==> config.mk <==
export PLATFORM = sky130hd
export DESIGN_NAME = dq_training_fifo
export DESIGN_NICKNAME = d
export VERILOG_FILES = /design/src/logic/cmd_latency_line.v /design/src/logic/dq_training_fifo.v
export VERILOG_INCLUDE_DIRS = /design/src /design/src/logic
export SDC_FILE = /design/constraint.sdc
export NUM_CORES = 2
export LEC_CHECK = 0
export ABC_AREA = 0
export BUFFER_PORTS_ARGS = -buffer_cell sky130_fd_sc_hd__buf_2
export CORE_UTILIZATION = 52
export DETAILED_ROUTE_END_ITERATION = 12
export GPL_ROUTABILITY_DRIVEN = 1
export HOLD_SLACK_MARGIN = 0.12
export PLACE_DENSITY = 0.78
export SETUP_SLACK_MARGIN = 0.3
export SYNTH_ARGS = -nofsm -noshare
export SYNTH_HDL_FRONTEND = slang
export SYNTH_SLANG_ARGS = --single-unit
==> constraint.sdc <==
create_clock -name core_clk -period 4.4 [get_ports core_clk]
set_clock_uncertainty 0.2 [all_clocks]
set_input_delay 1.1 -clock core_clk [delete_from_list [all_inputs] [get_ports core_clk]]
set_output_delay 1.1 -clock core_clk [all_outputs]
set_load 0.005 [all_outputs]
==> src/logic/dq_training_fifo_consts.vh <==
`ifndef DQ_TRAINING_FIFO_CONSTS_VH
`define DQ_TRAINING_FIFO_CONSTS_VH

// ==========================================================
// fifo geometry
`define FIFO_DEPTH 3'd5
`define FIFO_LAST 3'd4
`define BURST_LEN 5'd16
`define BURST_LAST 4'hf
`define DQ_WIDTH 16
`define DMI_WIDTH 2
`define WORD_WIDTH 18
`define MEM_WORDS 80
`define LAT_STAGES 32
`define UNDEF_FILL 18'h0

// ==========================================================
// command codes from the core command decoder
`define CMD_MPC 4'h1
`define CMD_CAS2 4'h2
`define CMD_WRITE 4'h3
`define CMD_MASKED_WRITE 4'h4
`define CMD_READ 4'h5
`define CMD_READ_AUTO_PRE 4'h6
`define CMD_MODE_REG_READ 4'h7
`define CMD_MODE_REG_WRITE 4'h8

// training function selectors in operand bits 5..0
`define MPC_ENABLE_BIT 6
`define MPC_FN_WR_FIFO 6'h01
`define MPC_FN_RD_FIFO 6'h02
`define MPC_FN_RD_CAL 6'h03

// pending function after an mpc
`define PEND_NONE 2'd0
`define PEND_WR 2'd1
`define PEND_RD 2'd2
`define PEND_CAL 2'd3

// ==========================================================
// register map (byte addresses)
`define REG_CTRL 8'h00
`define REG_STATUS 8'h04
`define CTRL_RESET 32'h0000_0000
`define CTRL_WL_LSB 0
`define CTRL_RL_LSB 8
`define CTRL_WR_INV_BIT 16
`define CTRL_RD_INV_BIT 17
`define CTRL_MASK_EN_BIT 18
`define STAT_WR_PTR_LSB 0
`define STAT_RD_PTR_LSB 4
`define STAT_VALID_LSB 8
`define STAT_WR_BUSY_BIT 16
`define STAT_RD_BUSY_BIT 17
`define STAT_CKE_BIT 18

// ahb-lite encodings
`define HTRANS_NONSEQ 2'b10
`define HRESP_OKAY 1'b0

`endif

==> src/logic/cmd_latency_line.v <==
`timescale 1ns/10ps
`include "dq_training_fifo_consts.vh"

// ==========================================================
// shift line carrying a start flag and an entry tag; the tap
// picked by latency fires latency plus one cycles after launch
module cmd_latency_line (
    input wire core_clk,
    input wire rst_n,
    input wire launch,
    input wire [2:0] launch_tag,
    input wire [4:0] latency,
    output wire fire,
    output wire [2:0] fire_tag
);
    reg [`LAT_STAGES-1:0] vld_r;
    reg [2:0] tag_r [0:`LAT_STAGES-1];

    // stage zero takes the launch
    always @(posedge core_clk or negedge rst_n) begin
        if (!rst_n) begin
            vld_r[0] <= 1'b0;
            tag_r[0] <= 3'h0;
        end else begin
            vld_r[0] <= launch;
            tag_r[0] <= launch_tag;
        end
    end

    // one stage per cycle of latency
    genvar i;
    generate
        for (i = 1; i < `LAT_STAGES; i = i + 1) begin : g_stage
            always @(posedge core_clk or negedge rst_n) begin
                if (!rst_n) begin
                    vld_r[i] <= 1'b0;
                    tag_r[i] <= 3'h0;
                end else begin
                    vld_r[i] <= vld_r[i-1];
                    tag_r[i] <= tag_r[i-1];
                end
            end
        end
    endgenerate

    // latency changed mid-flight may drop or repeat a start
    assign fire = vld_r[latency];
    assign fire_tag = tag_r[latency];
endmodule // cmd_latency_line

==> src/logic/dq_training_fifo.v <==
// Functional notes
// multi-purpose command with operand bit 6 low is a no-op.
// with bit 6 high, operand bits 5..0 select the training function.
// controller sends CAS-2 right after a fifo-starting multi-purpose cmd.
// controller drives all CAS-2 operand bits low after such a command.
// fifo write data captured like a write, latency from CAS-2 2nd edge.
// fifo read data returned like a read, latency from CAS-2 2nd edge.
// five bursts of sixteen beats stored, eighty values per pin.
// read pointer steps through five entries and wraps to the first.
// reads keep contents; write, read, mode read, cal, cke low disturb.
// unwritten entries read back as defined filler data.
// only set-point and current-boost mode writes between fifo write/read.
// write pointer resets on reset, power-down and self-refresh pd entry.
// fifo write advances write pointer, fifo read advances read pointer.
// ordinary read or read with precharge advances both pointers.
// controller issues no ordinary reads during write training.
// reads equal writes plus a multiple of five at training end.
// fifo writes accepted with banks open, in refresh or self refresh.
// back-to-back fifo reads give a gapless data stream.
// mask/inversion pins driven when inversion or masking is enabled.
// controller waits extra delay after power-down exit before fifo write.
// fifo writes use normal write termination latencies.
// both pointers are modulo-five counters wrapping four to zero.
//
// The register addresses and register access over AHB-Lite were decided locally.
`timescale 1ns/10ps
`include "dq_training_fifo_consts.vh"

module dq_training_fifo (
    input wire core_clk,
    input wire rst_n,
    // ahb-lite slave
    input wire hsel,
    input wire [7:0] haddr,
    input wire [1:0] htrans,
    input wire hwrite,
    input wire [2:0] hsize,
    input wire hready,
    input wire [31:0] hwdata,
    output reg [31:0] hrdata,
    output reg hreadyout,
    output reg hresp,
    // decoded commands, same clock
    input wire cmd_valid,
    input wire [3:0] cmd_code,
    input wire [6:0] cmd_op,
    input wire pd_entry,
    input wire sref_pd_entry,
    input wire cke_pin,
    // data path
    input wire [`DQ_WIDTH-1:0] dq_in,
    input wire [`DMI_WIDTH-1:0] mask_inversion_pin_in,
    output reg [`DQ_WIDTH-1:0] dq_out,
    output reg dq_oe_n,
    output reg [`DMI_WIDTH-1:0] mask_inversion_pin_out,
    output reg mask_inversion_pin_oe_n,
    output reg fifo_odt_start
);
    // ======================================================
    // modulo-five pointer step
    function [2:0] ptr_step;
        input [2:0] p;
        begin
            ptr_step = (p == `FIFO_LAST) ? 3'd0 : p + 3'd1;
        end
    endfunction

    // ======================================================
    // registers and state
    reg [31:0] ctrl_r;
    reg [2:0] wr_ptr_r;
    reg [2:0] rd_ptr_r;
    reg [4:0] valid_r;
    reg [1:0] pend_r;
    reg wr_go_r;
    reg rd_go_r;
    reg [2:0] go_tag_r;
    reg cke_s1_r;
    reg cke_s2_r;
    reg cke_s3_r;
    reg cke_r;
    reg wr_act_r;
    reg [3:0] wr_beat_r;
    reg [2:0] wr_ent_r;
    reg rd_act_r;
    reg [3:0] rd_beat_r;
    reg [2:0] rd_ent_r;
    reg [`WORD_WIDTH-1:0] mem [0:`MEM_WORDS-1];
    reg dp_sel_r;
    reg dp_write_r;
    reg [7:0] dp_addr_r;

    wire [4:0] wl = ctrl_r[`CTRL_WL_LSB+4:`CTRL_WL_LSB];
    wire [4:0] rl = ctrl_r[`CTRL_RL_LSB+4:`CTRL_RL_LSB];
    wire lane_drive = ctrl_r[`CTRL_WR_INV_BIT] | ctrl_r[`CTRL_RD_INV_BIT]
        | ctrl_r[`CTRL_MASK_EN_BIT];
    wire wr_fire;
    wire [2:0] wr_fire_tag;
    wire rd_fire;
    wire [2:0] rd_fire_tag;

    // ======================================================
    // command decode
    wire is_mpc = cmd_valid && (cmd_code == `CMD_MPC);
    wire mpc_on = is_mpc && cmd_op[`MPC_ENABLE_BIT];
    wire is_cas2 = cmd_valid && (cmd_code == `CMD_CAS2);
    wire do_wr_fifo = is_cas2 && (pend_r == `PEND_WR);
    wire do_rd_fifo = is_cas2 && (pend_r == `PEND_RD);
    wire do_cal = is_cas2 && (pend_r == `PEND_CAL);
    wire is_rd = cmd_valid && ((cmd_code == `CMD_READ)
        || (cmd_code == `CMD_READ_AUTO_PRE));
    wire is_wr = cmd_valid && ((cmd_code == `CMD_WRITE)
        || (cmd_code == `CMD_MASKED_WRITE));
    wire is_mrr = cmd_valid && (cmd_code == `CMD_MODE_REG_READ);
    wire cke_fall = cke_r && !cke_s3_r && (cke_s2_r == cke_s3_r);
    wire disturb = is_rd | is_wr | is_mrr | do_cal | cke_fall;

    // ======================================================
    // cke pin synchroniser, change taken when stages 2 and 3 agree
    always @(posedge core_clk or negedge rst_n) begin
        if (!rst_n) begin
            cke_s1_r <= 1'b0;
            cke_s2_r <= 1'b0;
            cke_s3_r <= 1'b0;
            cke_r <= 1'b0;
        end else begin
            cke_s1_r <= cke_pin;
            cke_s2_r <= cke_s1_r;
            cke_s3_r <= cke_s2_r;
            if (cke_s2_r == cke_s3_r) begin
                cke_r <= cke_s3_r;
            end
        end
    end

    // ======================================================
    // pending training function; only the very next command may
    // be its CAS-2, anything else drops it
    always @(posedge core_clk or negedge rst_n) begin
        if (!rst_n) begin
            pend_r <= `PEND_NONE;
        end else if (cmd_valid) begin
            pend_r <= `PEND_NONE;
            if (mpc_on) begin
                case (cmd_op[5:0])
                    `MPC_FN_WR_FIFO: pend_r <= `PEND_WR;
                    `MPC_FN_RD_FIFO: pend_r <= `PEND_RD;
                    `MPC_FN_RD_CAL: pend_r <= `PEND_CAL;
                    default: pend_r <= `PEND_NONE; // reserved codes
                endcase
            end
        end
    end

    // ======================================================
    // launch pulses on the edge after CAS-2, i.e. its 2nd edge
    always @(posedge core_clk or negedge rst_n) begin
        if (!rst_n) begin
            wr_go_r <= 1'b0;
            rd_go_r <= 1'b0;
            go_tag_r <= 3'd0;
            fifo_odt_start <= 1'b0;
        end else begin
            wr_go_r <= do_wr_fifo;
            rd_go_r <= do_rd_fifo;
            go_tag_r <= do_wr_fifo ? wr_ptr_r : rd_ptr_r;
            fifo_odt_start <= do_wr_fifo;
        end
    end

    // ======================================================
    // pointers: power-down entries reset only the write side
    always @(posedge core_clk or negedge rst_n) begin
        if (!rst_n) begin
            wr_ptr_r <= 3'd0;
            rd_ptr_r <= 3'd0;
        end else begin
            if (pd_entry || sref_pd_entry) begin
                wr_ptr_r <= 3'd0;
            end else if (do_wr_fifo || is_rd) begin
                wr_ptr_r <= ptr_step(wr_ptr_r);
            end
            if (do_rd_fifo || is_rd) begin
                rd_ptr_r <= ptr_step(rd_ptr_r);
            end
        end
    end

    // ======================================================
    // valid mask; a fifo write in the same cycle beats a disturb
    always @(posedge core_clk or negedge rst_n) begin
        if (!rst_n) begin
            valid_r <= 5'h00;
        end else begin
            if (disturb) begin
                valid_r <= 5'h00;
            end
            if (wr_go_r) begin
                valid_r[go_tag_r] <= 1'b1;
            end
        end
    end

    // ======================================================
    // latency lines for both directions
    cmd_latency_line u_wr_lat (
        .core_clk(core_clk),
        .rst_n(rst_n),
        .launch(wr_go_r),
        .launch_tag(go_tag_r),
        .latency(wl),
        .fire(wr_fire),
        .fire_tag(wr_fire_tag)
    );

    cmd_latency_line u_rd_lat (
        .core_clk(core_clk),
        .rst_n(rst_n),
        .launch(rd_go_r),
        .launch_tag(go_tag_r),
        .latency(rl),
        .fire(rd_fire),
        .fire_tag(rd_fire_tag)
    );

    // ======================================================
    // write burst: sixteen beats into the selected entry
    wire [3:0] wr_beat = wr_fire ? 4'h0 : wr_beat_r;
    wire [2:0] wr_ent = wr_fire ? wr_fire_tag : wr_ent_r;
    wire [6:0] wr_idx = {wr_ent, 4'h0} + {3'h0, wr_beat};

    always @(posedge core_clk or negedge rst_n) begin
        if (!rst_n) begin
            wr_act_r <= 1'b0;
            wr_beat_r <= 4'h0;
            wr_ent_r <= 3'd0;
        end else if (wr_fire) begin
            wr_act_r <= 1'b1;
            wr_beat_r <= 4'h1;
            wr_ent_r <= wr_fire_tag;
        end else if (wr_act_r) begin
            wr_beat_r <= wr_beat_r + 4'h1;
            if (wr_beat_r == `BURST_LAST) begin
                wr_act_r <= 1'b0;
            end
        end
    end

    // storage has no reset; unwritten words are masked by valid_r
    always @(posedge core_clk) begin
        if (wr_fire || wr_act_r) begin
            mem[wr_idx] <= {mask_inversion_pin_in, dq_in};
        end
    end

    // ======================================================
    // read burst; a new start right after beat 15 keeps it gapless
    wire [3:0] rd_beat = rd_fire ? 4'h0 : rd_beat_r;
    wire [2:0] rd_ent = rd_fire ? rd_fire_tag : rd_ent_r;
    wire [6:0] rd_idx = {rd_ent, 4'h0} + {3'h0, rd_beat};
    wire [`WORD_WIDTH-1:0] rd_word = valid_r[rd_ent] ? mem[rd_idx]
        : `UNDEF_FILL;

    always @(posedge core_clk or negedge rst_n) begin
        if (!rst_n) begin
            rd_act_r <= 1'b0;
            rd_beat_r <= 4'h0;
            rd_ent_r <= 3'd0;
            dq_out <= 16'h0000;
            dq_oe_n <= 1'b1;
            mask_inversion_pin_out <= 2'h0;
            mask_inversion_pin_oe_n <= 1'b1;
        end else if (rd_fire || rd_act_r) begin
            rd_act_r <= 1'b1;
            rd_beat_r <= rd_beat + 4'h1;
            rd_ent_r <= rd_ent;
            if (!rd_fire && rd_beat_r == `BURST_LAST) begin
                rd_act_r <= 1'b0;
            end
            dq_out <= rd_word[`DQ_WIDTH-1:0];
            dq_oe_n <= 1'b0;
            mask_inversion_pin_out <= rd_word[`WORD_WIDTH-1:`DQ_WIDTH];
            mask_inversion_pin_oe_n <= !lane_drive;
        end else begin
            dq_oe_n <= 1'b1;
            mask_inversion_pin_oe_n <= 1'b1;
        end
    end

    // ======================================================
    // ahb-lite slave, zero wait states, always okay
    wire ahb_take = hsel && hready && (htrans == `HTRANS_NONSEQ);

    always @(posedge core_clk or negedge rst_n) begin
        if (!rst_n) begin
            dp_sel_r <= 1'b0;
            dp_write_r <= 1'b0;
            dp_addr_r <= 8'h00;
        end else if (hready) begin
            dp_sel_r <= ahb_take;
            dp_write_r <= hwrite;
            dp_addr_r <= haddr;
        end
    end

    // ctrl write lands at the end of the data phase
    always @(posedge core_clk or negedge rst_n) begin
        if (!rst_n) begin
            ctrl_r <= `CTRL_RESET;
        end else if (dp_sel_r && dp_write_r
                && dp_addr_r == `REG_CTRL) begin
            ctrl_r <= hwdata & 32'h0007_1f1f;
        end
    end

    // read data registered from the address phase
    always @(posedge core_clk or negedge rst_n) begin
        if (!rst_n) begin
            hrdata <= 32'h0000_0000;
            hreadyout <= 1'b1;
            hresp <= `HRESP_OKAY;
        end else begin
            hreadyout <= 1'b1;
            hresp <= `HRESP_OKAY;
            if (ahb_take && !hwrite) begin
                case (haddr)
                    `REG_CTRL: hrdata <= ctrl_r;
                    `REG_STATUS: hrdata <= {13'h0000, cke_r, rd_act_r,
                        wr_act_r, 3'h0, valid_r, 1'b0, rd_ptr_r,
                        1'b0, wr_ptr_r};
                    default: hrdata <= 32'h0000_0000;
                endcase
            end
        end
    end
endmodule // dq_training_fifo

==> results.cfg <==
[timing]
max_slew_margin_pct = 18.3
fin_hold_ws_ps = 149
finalCritPeriodShare_pct = 93.0
finalHoldViolations = 0
rsz0062_at_grt = true
setup_viol_count_final = 0
drv_slew = 0
tightestPinTransition_ps = 1230
tns_ps = 0
setup_ws_ps = 307
max_freq_mhz = 244
period_minus_slack_ps = 4090

[setup_path]
criticalPathCategory = reg2reg
startpoint_type = flop
worstPathCellList = buf_6, mux2i_1, a211oi_1, nand3_1, and2_2, nand3_4, clkinv_2, buf_12, a211oi_1, o21ai_0, a22o_1, nor4_2, buf_4, a21o_1
cp.required_ps = 4910
slowest_stage = nor4_2
cpMostUsedCell = a211oi_1
cp-end-kind = flop
cp.arrival_ps = 4610
cpPeakStageDelay_ps = 470
critPathMaxFanout = 49

[grt]
grt_max_degree = 123
grt_pass1_vias = 39200
grt_util_all_layers_pct = 25.9
grt_overflow = 0
antenna_found_initial = 5
grt_first_pass_wirelength_microns = 252000

[drt]
remaining_drc_errors = 0
vias = 40000
first_pass_iters = 7
drt_iter0_markers = 5574
wl_per_cell_microns = 27.4
drt-total-wl_microns = 171000
viasPerCell = 6.43
ant_nets = 0

[placed_design]
dpl_cell_area_sq_um = 71800
dp_hpwl_microns = 99000
io_buffers = 96
pre_cts_slack_ps = 51.1
place.gp.congestion = 0.901
place_inst = 5932

[final_layout]
post_layout_nonfiller_instances = 6228
final_cell_mix = edfxtp_1 (1440), mux2i_1 (327), nand2_1 (292)
nNetsFinal = 4455
final_util_pct = 60.2
final_common_cell = edfxtp_1
n_fill_cell = 8894
layout-area-overhead-vs-synth_pct = 14.3
regArea_sq_um = 49700
design_area_sq_um = 77100
drive_above_1_share_pct = 18.9
multi_input_area_sq_um = 16600

[die]
fp.dieArea_sq_um = 131000
core_sq_um = 128000
fp.dieH_microns = 362
io_pins = 138
initial_core_util_pct = 52.6
die_x_microns = 362
rows = 131

[clock_network]
cts_tree = built
cts.sinks = 1696
root_buffer = clkbuf_16
cts.htree.levels = 4
cts_buffers = 158
clk_pin_slew_ps = 60
insertion_delay_ps = 780
clock_path_buffers = 3

[job]
max-cap-violations = 0

[logic_synthesis]
avgSynthCellArea_sq_um = 16.3
synth_edf_count = 1440
netlist_area_sq_um = 67500
syn_inst = 4139
yosysWarnings = 0
ys_seq_area_share_pct = 73.6
ys_ff_latch = 1696
yosysUniqueCellTypes = 88
async_reset_ff_share_pct = 15.1
ys.flop_type = edfxtp_1

[power_and_ir_drop]
irDropWorstVdd_mv = 0.523
power_mw = 42.3
p_per_area_nw_per_um2 = 548
p_leak_nw = 27.0

[hold_path]
hold_path.class = reg2reg

[outcome]
outcome = finished clean
## cell families after synthesis
family | Yosys count | share of synthesized area, %
compound gates | 800 | 8.53
xor+xnor | 7 | 0.0909
fa+ha+maj | 6 | 0.111
buf+inv | 326 | 2.25
flops | 1696 | 73.6
mux | 526 | 10.1
other cells | 2 | 0.0111
simple gates | 776 | 5.36
## report_power, final
part           internal (mW)  switching [mW]  leakage [nW]  total [mW]
combinational           3.96            6.45          8.17        10.4
clock                   7.67            5.78          2.49        13.5
sequential              17.9           0.515          16.3        18.4
## layer usage
metal	global-route usage (%)	share of wire, %
met1	35.4	37
met2	40.4	47
met3	4.96	11
met4	12.4	4.9
met5	0	0.0053
## cells in the mapped netlist, types with 18 or more instances
| cell type | instances | share of area, % |
|---|---|---|
| o32ai_1 | 28 | 0.36 |
| dfrtp_1 | 254 | 9.4 |
| buf_1 | 33 | 0.18 |
| buf_2 | 105 | 0.78 |
| nand2_1 | 296 | 1.6 |
| o22ai_1 | 40 | 0.37 |
| mux2_2 | 85 | 1.4 |
| nor3_1 | 117 | 0.87 |
| inv_1 | 22 | 0.12 |
| a31oi_1 | 44 | 0.41 |
| nor2_1 | 166 | 0.92 |
| clkbuf_1 | 128 | 0.71 |
| a211oi_1 | 81 | 0.90 |
| o311ai_0 | 18 | 0.23 |
| a22oi_1 | 24 | 0.27 |
| buf_4 | 27 | 0.30 |
| a221oi_1 | 61 | 0.79 |
| mux4_2 | 107 | 3.6 |
| edfxtp_1 | 1440 | 64 |
| nor2b_1 | 40 | 0.37 |
| mux2i_1 | 329 | 4.9 |
| o21ai_0 | 111 | 0.82 |
| a21oi_1 | 161 | 1.2 |
| a2bb2oi_1 | 31 | 0.40 |
| nand3_1 | 58 | 0.43 |
| a221o_1 | 85 | 1.3 |
## critical path, delay by kind of cell, from the launching register on
family                 cells  cell delay, ps
multiplexers               1             140
flip-flops                 1             400
AND/OR/NAND/NOR            4            1210
buffers and inverters      4             970
AO/OA/AOI/OAI              5            1090
## worst paths after layout
path                                   startpoint  cells past startpoint                   endpoint  slack (ps)
worst min register to register  u_wr_lat.vld_r[3]                      0          u_wr_lat.vld_r[4]         150
max in group asynchronous                   rst_n                      2                    dq_oe_n        2820
worst max register to register          ctrl_r[9]                     14  mask_inversion_pin_out[1]         310
worst max-delay path                    ctrl_r[9]                     14  mask_inversion_pin_out[1]         310
worst min-delay path            u_wr_lat.vld_r[3]                      0          u_wr_lat.vld_r[4]         150
min in group asynchronous                   rst_n                      1                rd_ptr_r[1]         190
## timing repair
action                                  CTS  global route
hold buffers                              0             0
endpoints found under the hold margin     0             0
endpoints found under the setup margin  906           669
resized for setup                        16            23
buffers inserted                          2             0
cloned                                    0             1
## state kept, by name, indices dropped and copies added, names as in the netlist, 5 cells and up
signal and cells:
ctrl_r 13, dp_addr_r 8, dq_out 16, hrdata 15, mem 1440, u_rd_lat.tag_r 90, u_rd_lat.vld_r 32, u_wr_lat.tag_r 6
u_wr_lat.vld_r 32, valid_r 5
## cell type report
cell class	count	share of cell area, %
Tap cell	1729	2.81
Clock buffer	214	5.72
Antenna cell	4	0.0130
Sequential cell	1696	64.4
Inverter	25	0.125
Clock inverter	75	0.865
Multi-Input combinational cell	2134	21.5
Timing Repair Buffer	351	4.58
Power figures use the tool's default switching activity.
